$ cat config.mk
export PLATFORM = sky130hd
export DESIGN_NAME = egmc_top
export DESIGN_NICKNAME = d
export VERILOG_FILES = /design/src/rtl/egmc_pkg.sv /design/src/rtl/egmc_bypass.sv /design/src/rtl/egmc_top.sv
export SDC_FILE = /design/constraint.sdc
export NUM_CORES = 1
export LEC_CHECK = 0
export BUFFER_PORTS_ARGS = -buffer_cell sky130_fd_sc_hd__buf_2
export CORE_ASPECT_RATIO = 1.75
export CORE_UTILIZATION = 53
export DETAILED_ROUTE_END_ITERATION = 8
export HOLD_SLACK_MARGIN = 0.15
export PLACE_DENSITY_LB_ADDON = 0.3
export SLEW_MARGIN = 20
export SYNTH_ARGS = -nofsm -noshare
export SYNTH_HDL_FRONTEND = slang
export SYNTH_SLANG_ARGS = --single-unit
export TNS_END_PERCENT = 1
$ cat constraint.sdc
create_clock -name clk_i -period 2.1 [get_ports clk_i]
set_input_delay 0.315 -clock clk_i [delete_from_list [all_inputs] [get_ports clk_i]]
set_output_delay 0.315 -clock clk_i [all_outputs]
set_load 0.01 [all_outputs]
$ cat src/rtl/egmc_pkg.sv
// Package: register map, field positions, frame timing and carriers
package egmc_pkg;
	localparam int GROUPS = 4;
	localparam logic [11:0] ADDR_GROUP0 = 12'h0400;
	localparam logic [11:0] ADDR_GROUP1 = 12'h0401;
	localparam logic [11:0] ADDR_GROUP2 = 12'h0402;
	localparam logic [11:0] ADDR_GROUP3 = 12'h0403;
	localparam logic [7:0] RESET_VALUE = 8'h00;
	localparam int BIT_POWER_ON = 0;
	localparam int BIT_LAW = 1;
	localparam int BIT_FORMAT = 2;
	localparam int BIT_MASK_A = 3;
	localparam int BIT_MASK_B = 4;
	localparam int BIT_GLOBAL_MASK = 5;
	localparam logic [7:0] GROUP_WRITE_MASK = 8'h1F;
	localparam logic [7:0] GROUP0_WRITE_MASK = 8'h3F;
	// Frame is 125 us at 10 MHz
	localparam int FRAME_US = 125;
	localparam int CLK_MHZ = 10;
	localparam int FRAME_CYCLES = FRAME_US * CLK_MHZ;
	localparam int INIT_FRAMES = 2;
	localparam int BYPASS_FRAMES = 2;

	typedef struct packed {
		logic power_on;
		logic a_law;
		logic g711;
		logic initializing;
		logic init_start;
	} egmc_group_ctl_t;

	typedef struct packed {
		logic [7:0] rx;
		logic [7:0] tx;
	} egmc_pcm_t;
endpackage

$ cat src/rtl/egmc_bypass.sv
// Two-frame PCM delay line used while a group is powered down
`timescale 1ns/1ps
module egmc_bypass #(
	parameter int DEPTH = 2
) (
	// Clock and reset
	input wire logic clk_i,
	input wire logic nrst_i,
	// Frame strobe and data
	input wire logic frame_i,
	input wire egmc_pkg::egmc_pcm_t in_i,
	output egmc_pkg::egmc_pcm_t out_o
);
	egmc_pkg::egmc_pcm_t stage [DEPTH];
	egmc_pkg::egmc_pcm_t next_stage [DEPTH];

	always_comb begin
		for (int i = 0; i < DEPTH; i++) begin
			next_stage[i] = stage[i];
		end
		if (frame_i) begin
			next_stage[0] = in_i;
			for (int i = 1; i < DEPTH; i++) begin
				next_stage[i] = stage[i-1];
			end
		end
	end

	always_ff @(posedge clk_i) begin
		for (int i = 0; i < DEPTH; i++) begin
			if (!nrst_i) begin
				stage[i] <= '0;
			end else begin
				stage[i] <= next_stage[i];
			end
		end
	end

	assign out_o = stage[DEPTH-1];
endmodule

$ cat src/rtl/egmc_top.sv
// Echo group main control registers, detector interrupt gating, bypass
`timescale 1ns/1ps
// How it works
// Global mask set blocks all detector interrupts; cleared lets per-detector masks decide while bit 0 powers the group.
// Global mask bit exists only in the group 0 register.
// Masks block reporting only; detectors keep detecting.
// Bit 4 set suppresses canceller B detector interrupt of the group.
// Bit 3 set suppresses canceller A detector interrupt of the group.
// Bit 2 set selects G.711 coding; cleared selects sign-magnitude.
// Bit 1 set selects A-law; cleared selects mu-law.
// Bit 0 set powers the group; cleared powers it down.
// Powered-down group passes PCM receive and send with two frames delay.
// Rising power bit starts initialization of both cancellers.
// Host waits two frames after power-up before channel writes.
// Groups 1..3 registers at 401..403, reset zero, bits 7..5 unused.
// Interrupt raised only when global and detector masks are both clear.
module egmc_top #(
	parameter int FRAME_CYCLES = egmc_pkg::FRAME_CYCLES
) (
	// Clock and reset
	input wire logic clk_i,
	input wire logic nrst_i,
	// Register port
	input wire logic [11:0] addr_i,
	input wire logic [7:0] wdata_i,
	input wire logic wr_i,
	input wire logic rd_i,
	output logic [7:0] rdata_o,
	// Tone detector events, two per group (bit 2g = A, 2g+1 = B)
	input wire logic [2*egmc_pkg::GROUPS-1:0] det_event_i,
	output logic [2*egmc_pkg::GROUPS-1:0] det_irq_o,
	// Per-group canceller controls
	output egmc_pkg::egmc_group_ctl_t [egmc_pkg::GROUPS-1:0] group_ctl_o,
	// Frame strobe out
	output logic frame_o,
	// PCM paths per group: from cancellers and from port
	input wire egmc_pkg::egmc_pcm_t [egmc_pkg::GROUPS-1:0] pcm_in_i,
	input wire egmc_pkg::egmc_pcm_t [egmc_pkg::GROUPS-1:0] ec_out_i,
	output egmc_pkg::egmc_pcm_t [egmc_pkg::GROUPS-1:0] pcm_out_o
);
	localparam int G = egmc_pkg::GROUPS;
	localparam int FCW = $clog2(FRAME_CYCLES + 1);
	localparam logic [FCW-1:0] FRAME_LAST = FCW'(FRAME_CYCLES - 1);

	logic [7:0] ctl [G];
	logic [7:0] next_ctl [G];
	logic [7:0] rdata;
	logic [7:0] next_rdata;
	logic [FCW-1:0] frame_cnt;
	logic [FCW-1:0] next_frame_cnt;
	logic frame_tick;
	logic [G-1:0] power_q;
	logic [G-1:0] next_power_q;
	logic [1:0] init_cnt [G];
	logic [1:0] next_init_cnt [G];
	logic [2*G-1:0] irq;
	logic [2*G-1:0] next_irq;
	logic [2*G-1:0] det_meta;
	logic [2*G-1:0] det_sync;
	egmc_pkg::egmc_pcm_t [G-1:0] pcm_out;
	egmc_pkg::egmc_pcm_t [G-1:0] next_pcm_out;
	egmc_pkg::egmc_pcm_t bypass_out [G];

	// Frame divider
	always_comb begin
		frame_tick = (frame_cnt == FRAME_LAST);
		next_frame_cnt = frame_tick ? '0 : frame_cnt + FCW'(1);
	end

	// Register file
	always_comb begin
		for (int g = 0; g < G; g++) begin
			next_ctl[g] = ctl[g];
		end
		next_rdata = 8'h00;
		if (wr_i) begin
			if (addr_i == egmc_pkg::ADDR_GROUP0) begin
				// Global mask group 0 only
				next_ctl[0] = wdata_i & egmc_pkg::GROUP0_WRITE_MASK;
			// Group registers 401..403
			end else if (addr_i == egmc_pkg::ADDR_GROUP1) begin
				next_ctl[1] = wdata_i & egmc_pkg::GROUP_WRITE_MASK;
			end else if (addr_i == egmc_pkg::ADDR_GROUP2) begin
				next_ctl[2] = wdata_i & egmc_pkg::GROUP_WRITE_MASK;
			end else if (addr_i == egmc_pkg::ADDR_GROUP3) begin
				next_ctl[3] = wdata_i & egmc_pkg::GROUP_WRITE_MASK;
			end
		end
		if (rd_i) begin
			if (addr_i == egmc_pkg::ADDR_GROUP0) begin
				next_rdata = ctl[0];
			end else if (addr_i == egmc_pkg::ADDR_GROUP1) begin
				next_rdata = ctl[1];
			end else if (addr_i == egmc_pkg::ADDR_GROUP2) begin
				next_rdata = ctl[2];
			end else if (addr_i == egmc_pkg::ADDR_GROUP3) begin
				next_rdata = ctl[3];
			end
		end
	end

	always_ff @(posedge clk_i) begin
		if (!nrst_i) begin
			for (int g = 0; g < G; g++) begin
				ctl[g] <= egmc_pkg::RESET_VALUE;
			end
			rdata <= 8'h00;
			frame_cnt <= '0;
		end else begin
			for (int g = 0; g < G; g++) begin
				ctl[g] <= next_ctl[g];
			end
			rdata <= next_rdata;
			frame_cnt <= next_frame_cnt;
		end
	end

	// Detector events cross in from the cancellers' domain
	always_ff @(posedge clk_i) begin
		if (!nrst_i) begin
			det_meta <= '0;
			det_sync <= '0;
		end else begin
			det_meta <= det_event_i;
			det_sync <= det_meta;
		end
	end

	// Per-group control, init timer, interrupt gating, PCM select
	always_comb begin
		logic gmask;
		gmask = ctl[0][egmc_pkg::BIT_GLOBAL_MASK];
		for (int g = 0; g < G; g++) begin
			next_power_q[g] = ctl[g][egmc_pkg::BIT_POWER_ON];
			next_init_cnt[g] = init_cnt[g];
			// Rising power bit starts init
			if (ctl[g][egmc_pkg::BIT_POWER_ON] && !power_q[g]) begin
				next_init_cnt[g] = 2'(egmc_pkg::INIT_FRAMES);
			end else if (!ctl[g][egmc_pkg::BIT_POWER_ON]) begin
				next_init_cnt[g] = 2'd0;
			end else if (frame_tick && init_cnt[g] != 2'd0) begin
				next_init_cnt[g] = init_cnt[g] - 2'd1;
			end
			// Global mask gates all
			// Both masks must be clear
			// Canceller B mask
			// Detection itself untouched
			next_irq[2*g+1] = det_sync[2*g+1] && !gmask
				&& !ctl[g][egmc_pkg::BIT_MASK_B] && ctl[g][egmc_pkg::BIT_POWER_ON];
			// Canceller A mask
			next_irq[2*g] = det_sync[2*g] && !gmask
				&& !ctl[g][egmc_pkg::BIT_MASK_A] && ctl[g][egmc_pkg::BIT_POWER_ON];
			// Bypass when powered down
			next_pcm_out[g] = ctl[g][egmc_pkg::BIT_POWER_ON] ? ec_out_i[g] : bypass_out[g];
		end
	end

	always_ff @(posedge clk_i) begin
		if (!nrst_i) begin
			power_q <= '0;
			irq <= '0;
			pcm_out <= '0;
			for (int g = 0; g < G; g++) begin
				init_cnt[g] <= 2'd0;
			end
		end else begin
			power_q <= next_power_q;
			irq <= next_irq;
			pcm_out <= next_pcm_out;
			for (int g = 0; g < G; g++) begin
				init_cnt[g] <= next_init_cnt[g];
			end
		end
	end

	genvar gi;
	generate
		for (gi = 0; gi < G; gi++) begin : g_group
			egmc_bypass #(
				.DEPTH(egmc_pkg::BYPASS_FRAMES)
			) u_bypass (
				.clk_i(clk_i),
				.nrst_i(nrst_i),
				.frame_i(frame_tick),
				.in_i(pcm_in_i[gi]),
				.out_o(bypass_out[gi])
			);
			// Power control out
			assign group_ctl_o[gi].power_on = ctl[gi][egmc_pkg::BIT_POWER_ON];
			// Law select
			assign group_ctl_o[gi].a_law = ctl[gi][egmc_pkg::BIT_LAW];
			// Format select
			assign group_ctl_o[gi].g711 = ctl[gi][egmc_pkg::BIT_FORMAT];
			// Busy until the second frame tick after start
			assign group_ctl_o[gi].initializing = (init_cnt[gi] != 2'd0);
			assign group_ctl_o[gi].init_start = ctl[gi][egmc_pkg::BIT_POWER_ON] && !power_q[gi];
		end
	endgenerate

	assign rdata_o = rdata;
	assign det_irq_o = irq;
	assign pcm_out_o = pcm_out;
	assign frame_o = frame_tick;
endmodule

==> results_dict.tcl, run 1 <==
set metrics [dict create \
    outcome "finished with violations" \
    failed_checks "negative setup slack" \
    clockRootBuffer "clkbuf_16" \
    io_buffer_count 256 \
    wl_um 25500 \
    cts_tree "built" \
    wl_per_cell_um 15.2 \
    min_period_over_period 1.06 \
    vdd.ir_drop.worst_mv 0.659 \
    slew_viol_final 0 \
    pwr_density_cell_nw_per_um2 719 \
    top_usage_layer "met2" \
    fin_nets 1590 \
    hold_path_class "in -> reg" \
    numCtsBuffers 24 \
    critical_path_arrival_ns 1.92 \
    finalWorstSetupSlack_ns -0.135 \
    fin_crit_ns 2.23 \
    drc 0 \
    worst-setup-path-type "reg -> out" \
    htreeDepth 1 \
    die_x_um 106 \
    path_max_fanout 2 \
    area_growth_pct 35.9 \
    use_met2 0.492 \
    drt_first_pass_iters 5 \
    setup_viol 2 \
    grt_pass1_wl_um 41100 \
    first_iter_violations 349 \
    clk_pin_slew_worst_paths_ns 0.06 \
    clock_latency_ns 0.51 \
    cts_max_path_buffers 3 \
    hold_viol_final 0 \
    grt_util_all_layers 0.264 \
    ys_seq_area_frac 0.531 \
    first_global_vias 8548 \
    dieArea_um2 19500 \
    core_area_um2 18600 \
    core.rowCount 66 \
    worstSetupStartpointType "flop" \
    endpoint_kind "output pin" \
    grt.met3_usage 0.0471 \
    initial_utilization 0.539 \
    antenna_found_initial 1 \
    die_y_um 184 \
    finalPower_mw 9.79 \
    max_freq_ghz 0.447 \
    place.gp.congestion 0.832 \
    ys_ff_latch 266 \
    vias 8357 \
    met1_usage 0.284 \
    cts.sinks 266 \
    grt_overflow_total 0 \
    ys_types 36 \
    skew_ns 0.0104 \
    hpwl_um 15900 \
    power_leakage_nw 5.51 \
    cp_data_required_time_ns 1.78 \
    syn_area_um2 10000 \
    via_per_inst 4.99 \
    synth_area_per_cell_um2 9.56 \
    ant_nets 0 \
    grt_max_degree 99 \
    fin_util 0.733 \
    cap_viol_max_count 0 \
    io_pins 261 \
    rsz0062_at_grt "true" \
    drive_gt1_frac 0.233 \
    fill_cells 1297 \
    yosysWarnings 0 \
    syn_inst 1048 \
]
-- report_power, final --
part	internal, mW	switching [mW]	leakage, nW
Clock	2.39	1.79	0.367
Sequential	5.06	0.00903	2.15
Combinational	0.360	0.178	3.00
Total	7.81	1.98	5.51
-- what timing repair did --
item,in CTS,in global routing
cloned,0,0
setup endpoints to repair,1,117
pin swaps,1,1
hold buffers,143,0
setup buffers,3,0
hold endpoints to repair,158,0
gates resized for setup,7,1
-- layer usage --
layer,share of wire,vias up
li1,-,4157
met1,0.38,3852
met2,0.53,269
met3,0.054,79
met4,0.043,0
met5,0,-
-- synthesized netlist by cell type --
master,number,area share
nand2_1,276,0.10
dfxtp_1,266,0.53
a21boi_1,110,0.082
nor2b_1,84,0.052
mux2i_1,73,0.073
clkbuf_1,38,0.014
a21boi_0,18,0.013
inv_1,17,0.0064
and2_1,16,0.010
buf_4,15,0.011
buf_2,14,0.0070
nor2_1,13,0.0049
buf_6,12,0.013
o21ai_0,12,0.0060
nand3_1,11,0.0055
nor4b_1,10,0.0087
xnor2_1,9,0.0079
nand4_1,7,0.0044
ha_1,6,0.0075
and3_1,5,0.0031
mux4_2,5,0.011
nor4_1,5,0.0031
a21oi_1,4,0.0020
mux2_2,4,0.0045
xor2_1,4,0.0035
buf_1,3,0.0011
nor3_1,2,0.0010
and4_1,1,0.00087
conb_1,1,0.00037
inv_2,1,0.00037
nand4bb_1,1,0.0011
nor3b_1,1,0.00075
nor4bb_1,1,0.0010
or3_1,1,0.00062
or4_1,1,0.00075
or4b_4,1,0.0014
-- layout by cell type, fill, tap and decap left out, drive strengths merged, types with 5 or more instances in the layout --
| cell | count |
|---|---|
| buf | 288 |
| nand2 | 276 |
| dfxtp | 266 |
| dlygate4sd3 | 143 |
| a21boi | 128 |
| nor2b | 84 |
| mux2i | 73 |
| clkbuf | 34 |
| inv | 18 |
| and2 | 16 |
| nor2 | 13 |
| o21ai | 12 |
| nand3 | 11 |
| nor4b | 10 |
| xnor2 | 9 |
| nand4 | 7 |
| ha | 6 |
| nor4 | 5 |
| mux4 | 5 |
| and3 | 5 |
-- kinds of logic (layout without fill, tap and decap cells) --
kind of cell,Yosys count,after routing,share of synthesized area
AOI/OAI and AO/OA,144,144,0.104
xor gates and xnor gates,13,13,0.0114
and+or+nand+nor,436,436,0.203
DFF,266,266,0.531
adders and majority gates,6,6,0.00749
other,1,3,0.000374
buffers and inverters,100,488,0.0538
muxes,82,82,0.0887
-- state kept, by name, indices dropped and copies added, names as in the netlist --
name / flops
frame_cnt: 11
pcm_out_o: 64
ctl: 21
det_sync: 8
power_q: 4
det_irq_o: 8
rdata_o: 6
init_cnt: 8
g_group.u_bypass.stage: 128
det_meta: 8
-- path summary, 6_finish.rpt --
| path | startpoint | end | slack, ns | cells after the start |
|---|---|---|---|---|
| min reg2reg | det_meta[6] | det_sync[6] | 0.43 | 1 |
| min | addr_i[1] | rdata_o[5] | 0.25 | 4 |
| max reg2reg | frame_cnt[4] | g_group[0].u_bypass.stage[0][1] | -0.05 | 7 |
| max | frame_cnt[4] | frame_o | -0.13 | 4 |
-- through the flow --
step                worst slack (ns)  TNS [ns]  area (um2)  hold slack (ns)  instances
floorplan                      0.190         0       10000            0.412       1049
global placement              0.0906         0       11400            0.417       1490
detailed placement            0.0515         0       11400            0.421       1490
CTS                           -0.197    -0.222       13600            0.232       1675
global route                  -0.182     -2.58       13600            0.272       1676
finish                        -0.135    -0.182       13600            0.251       1676
-- critical path, cell delays in order (launching register included) --
cell and delay [ns]:
dfxtp_2 0.32, or4b_4 0.53, or3_4 0.39, inv_8 0.07
buf_6 0.10
-- area by class of cell --
| type | instances | area [um2] | area share |
|---|---|---|---|
| timing repair buffer | 431 | 3010 | 0.221 |
| clock inverter | 5 | 50.0 | 0.00368 |
| sequential | 266 | 5330 | 0.391 |
| tap | 238 | 298 | 0.0219 |
| inverter | 18 | 75.1 | 0.00551 |
| antenna | 1 | 2.50 | 0.000184 |
| multi-input combinational | 683 | 4170 | 0.306 |
| clock buffer | 34 | 689 | 0.0506 |
No activity file was read; power rests on OpenSTA's default activity.
==> run 2: changes to the inputs <==
--- a/config.mk
+++ b/config.mk
@@ -11,6 +11,7 @@
 export DETAILED_ROUTE_END_ITERATION = 8
 export HOLD_SLACK_MARGIN = 0.15
 export PLACE_DENSITY_LB_ADDON = 0.3
+export SETUP_SLACK_MARGIN = 0.2
 export SLEW_MARGIN = 20
 export SYNTH_ARGS = -nofsm -noshare
 export SYNTH_HDL_FRONTEND = slang
==> constraint.sdc (replaced) <==
create_clock -name clk_i -period 2.1 [get_ports clk_i]
set_input_delay 0.21 -clock clk_i [delete_from_list [all_inputs] [get_ports clk_i]]
set_output_delay 0.21 -clock clk_i [all_outputs]
set_load 0.01 [all_outputs]
==> run 2 against run 1 <==
Against the previous run:
- the flow still finishes with violations (negative setup slack)
- final cell count is 0.95% higher
- core utilization grew 2.1 points
- sequential power about the same
- critical path depth grew 1
- flip-flop and latch count did not move
- largest power group unchanged
==> results_dict.tcl, run 2 (synthesis gave the netlist of run 1 again) <==
set metrics [dict create \
    failed_checks "negative setup slack" \
    placed_cells 1481 \
    htreeDepth 1 \
    critical_path_arrival_ns 2.04 \
    mostFrequentLayoutCell "nand2_1" \
    cap_viol_max_count 0 \
    fin_util 0.754 \
    crit_slowest_cell "or4b_4" \
    endpoint_kind "output pin" \
    cts_tree "built" \
    grt_max_degree 167 \
    worst-setup-path-type "reg -> out" \
    vias 8680 \
    skew_ns 0.0139 \
    io_buffer_count 256 \
    slowest_delay_ns 0.53 \
    grt_util_all_layers 0.280 \
    fin_nets 1599 \
    hpwl_um 15900 \
    initial_utilization 0.539 \
    hold_viol_final 0 \
    max_freq_ghz 0.444 \
    via_per_inst 5.13 \
    die_x_um 106 \
    pre_cts_ws_ns 0.111 \
    clockRootBuffer "clkbuf_16" \
    drc 0 \
    drt_first_pass_iters 5 \
    slew_viol_final 0 \
    hold_path_class "in -> reg" \
    finalNonFillerCells 1692 \
    io_pins 261 \
    grt_pass1_wl_um 43500 \
    dieArea_um2 19500 \
    reg2reg_depth 7 \
    clk_pin_slew_worst_paths_ns 0.06 \
    relSlewSlack 0.600 \
    numCtsBuffers 24 \
    first_iter_violations 380 \
    power_leakage_nw 5.68 \
    cp_data_required_time_ns 1.89 \
    worstPathCellList "or4b_4, or3_4, inv_8, buf_12, buf_6" \
    cts.sinks 266 \
    first_global_vias 8890 \
    min_period_over_period 1.07 \
    hold_path_end "rdata_o[5]" \
    final_cell_mix "nand2_1, dfxtp_1, buf_2, dlygate4sd3_1, a21boi_1" \
    antenna_found_initial 3 \
    wl_per_cell_um 16.4 \
    finalPower_mw 10.4 \
    reg2reg_slack_ns -0.01 \
    r2r_start "frame_cnt[4]" \
    largest-register "g_group.u_bypass.stage" \
    worstSetupStartpointType "flop" \
    path_max_fanout 2 \
    cts_max_path_buffers 3 \
    wl_um 27800 \
    fin_crit_ns 2.25 \
    grt_overflow_total 0 \
    fill_cells 1247 \
    largest_reg_flops 128 \
    die_y_um 184 \
    hold_depth 3 \
    drive_gt1_frac 0.241 \
    tightest_slew_ns 0.598 \
    pwr_density_cell_nw_per_um2 740 \
    area_growth_pct 39.8 \
    ant_nets 0 \
    core_area_um2 18600 \
    finalWorstSetupSlack_ns -0.155 \
    core.rowCount 66 \
    outcome "finished with violations" \
    reg2reg_to "g_group[3].u_bypass.stage[1][6]" \
    clock_latency_ns 0.52 \
    whs_ns 0.190 \
    worstHoldStart "addr_i[3]" \
    vdd.ir_drop.worst_mv 1.15 \
    rsz0062_at_grt "true" \
    place.gp.congestion 0.835 \
    setup_viol 3 \
]
[run 2: cell types whose count changed in the layout (fill, tap and decap cells not counted), moves of 6 or more]
| cell | delta |
|---|---|
| buf_4 | -11 |
| dlygate4sd3_1 | +14 |
| buf_12 | +6 |
| a21boi_0 | -10 |
| a21boi_2 | +6 |
[run 2: routing by layer]
layer  share of wire  global-route usage
met1            0.36               0.291
met2            0.53               0.527
met3           0.056              0.0496
met4           0.050               0.150
met5               0                   0
[run 2: timing repair]
action	in CTS	in global routing
hold endpoints to repair	163	0
hold buffers	157	0
pin swaps	7	9
gates resized for setup	28	14
setup buffers	6	0
cloned	1	0
setup endpoints to repair	89	150
[run 2: per-stage QoR]
stage	instance area, um2	TNS (ns)
floorplan	10000	0
global route	14000	-1.63
detailed placement	11400	0
finish	14000	-0.164
CTS	13900	-0.188
global placement	11400	0
[run 2: how the worst max path moves through the flow]
stage                            start                                to
after detailed placement  frame_cnt[3]   g_group[2].u_bypass.stage[0][5]
after global placement    frame_cnt[3]                           frame_o
after global routing      frame_cnt[1]                           frame_o
after floorplan           frame_cnt[4]  g_group[3].u_bypass.stage[0][10]
after CTS                 frame_cnt[3]                           frame_o
final                     frame_cnt[4]                           frame_o
[run 2: layout make-up]
class / instances / area (um2) / share of cell area
clock inverter: 13 / 174 / 0.0124
antenna: 3 / 7.51 / 0.000536
inverter: 18 / 75.1 / 0.00536
clock buffer: 31 / 688 / 0.0491
sequential: 266 / 5330 / 0.380
tap: 238 / 298 / 0.0213
timing repair buffer: 440 / 3210 / 0.229
multi-input combinational: 683 / 4230 / 0.302
[run 2: worst max-delay path, delay by kind of cell (launching register included)]
| family | cells | cell delay, ns |
|---|---|---|
| simple gates | 2 | 0.96 |
| flops | 1 | 0.31 |
| buf+inv | 3 | 0.25 |
[run 2: report_power, final]
part,total [mW],internal [mW],switching [mW],leakage (nW)
Sequential,5.07,5.06,0.00905,2.15
Combinational,0.560,0.370,0.190,3.11
Clock,4.73,2.81,1.92,0.424
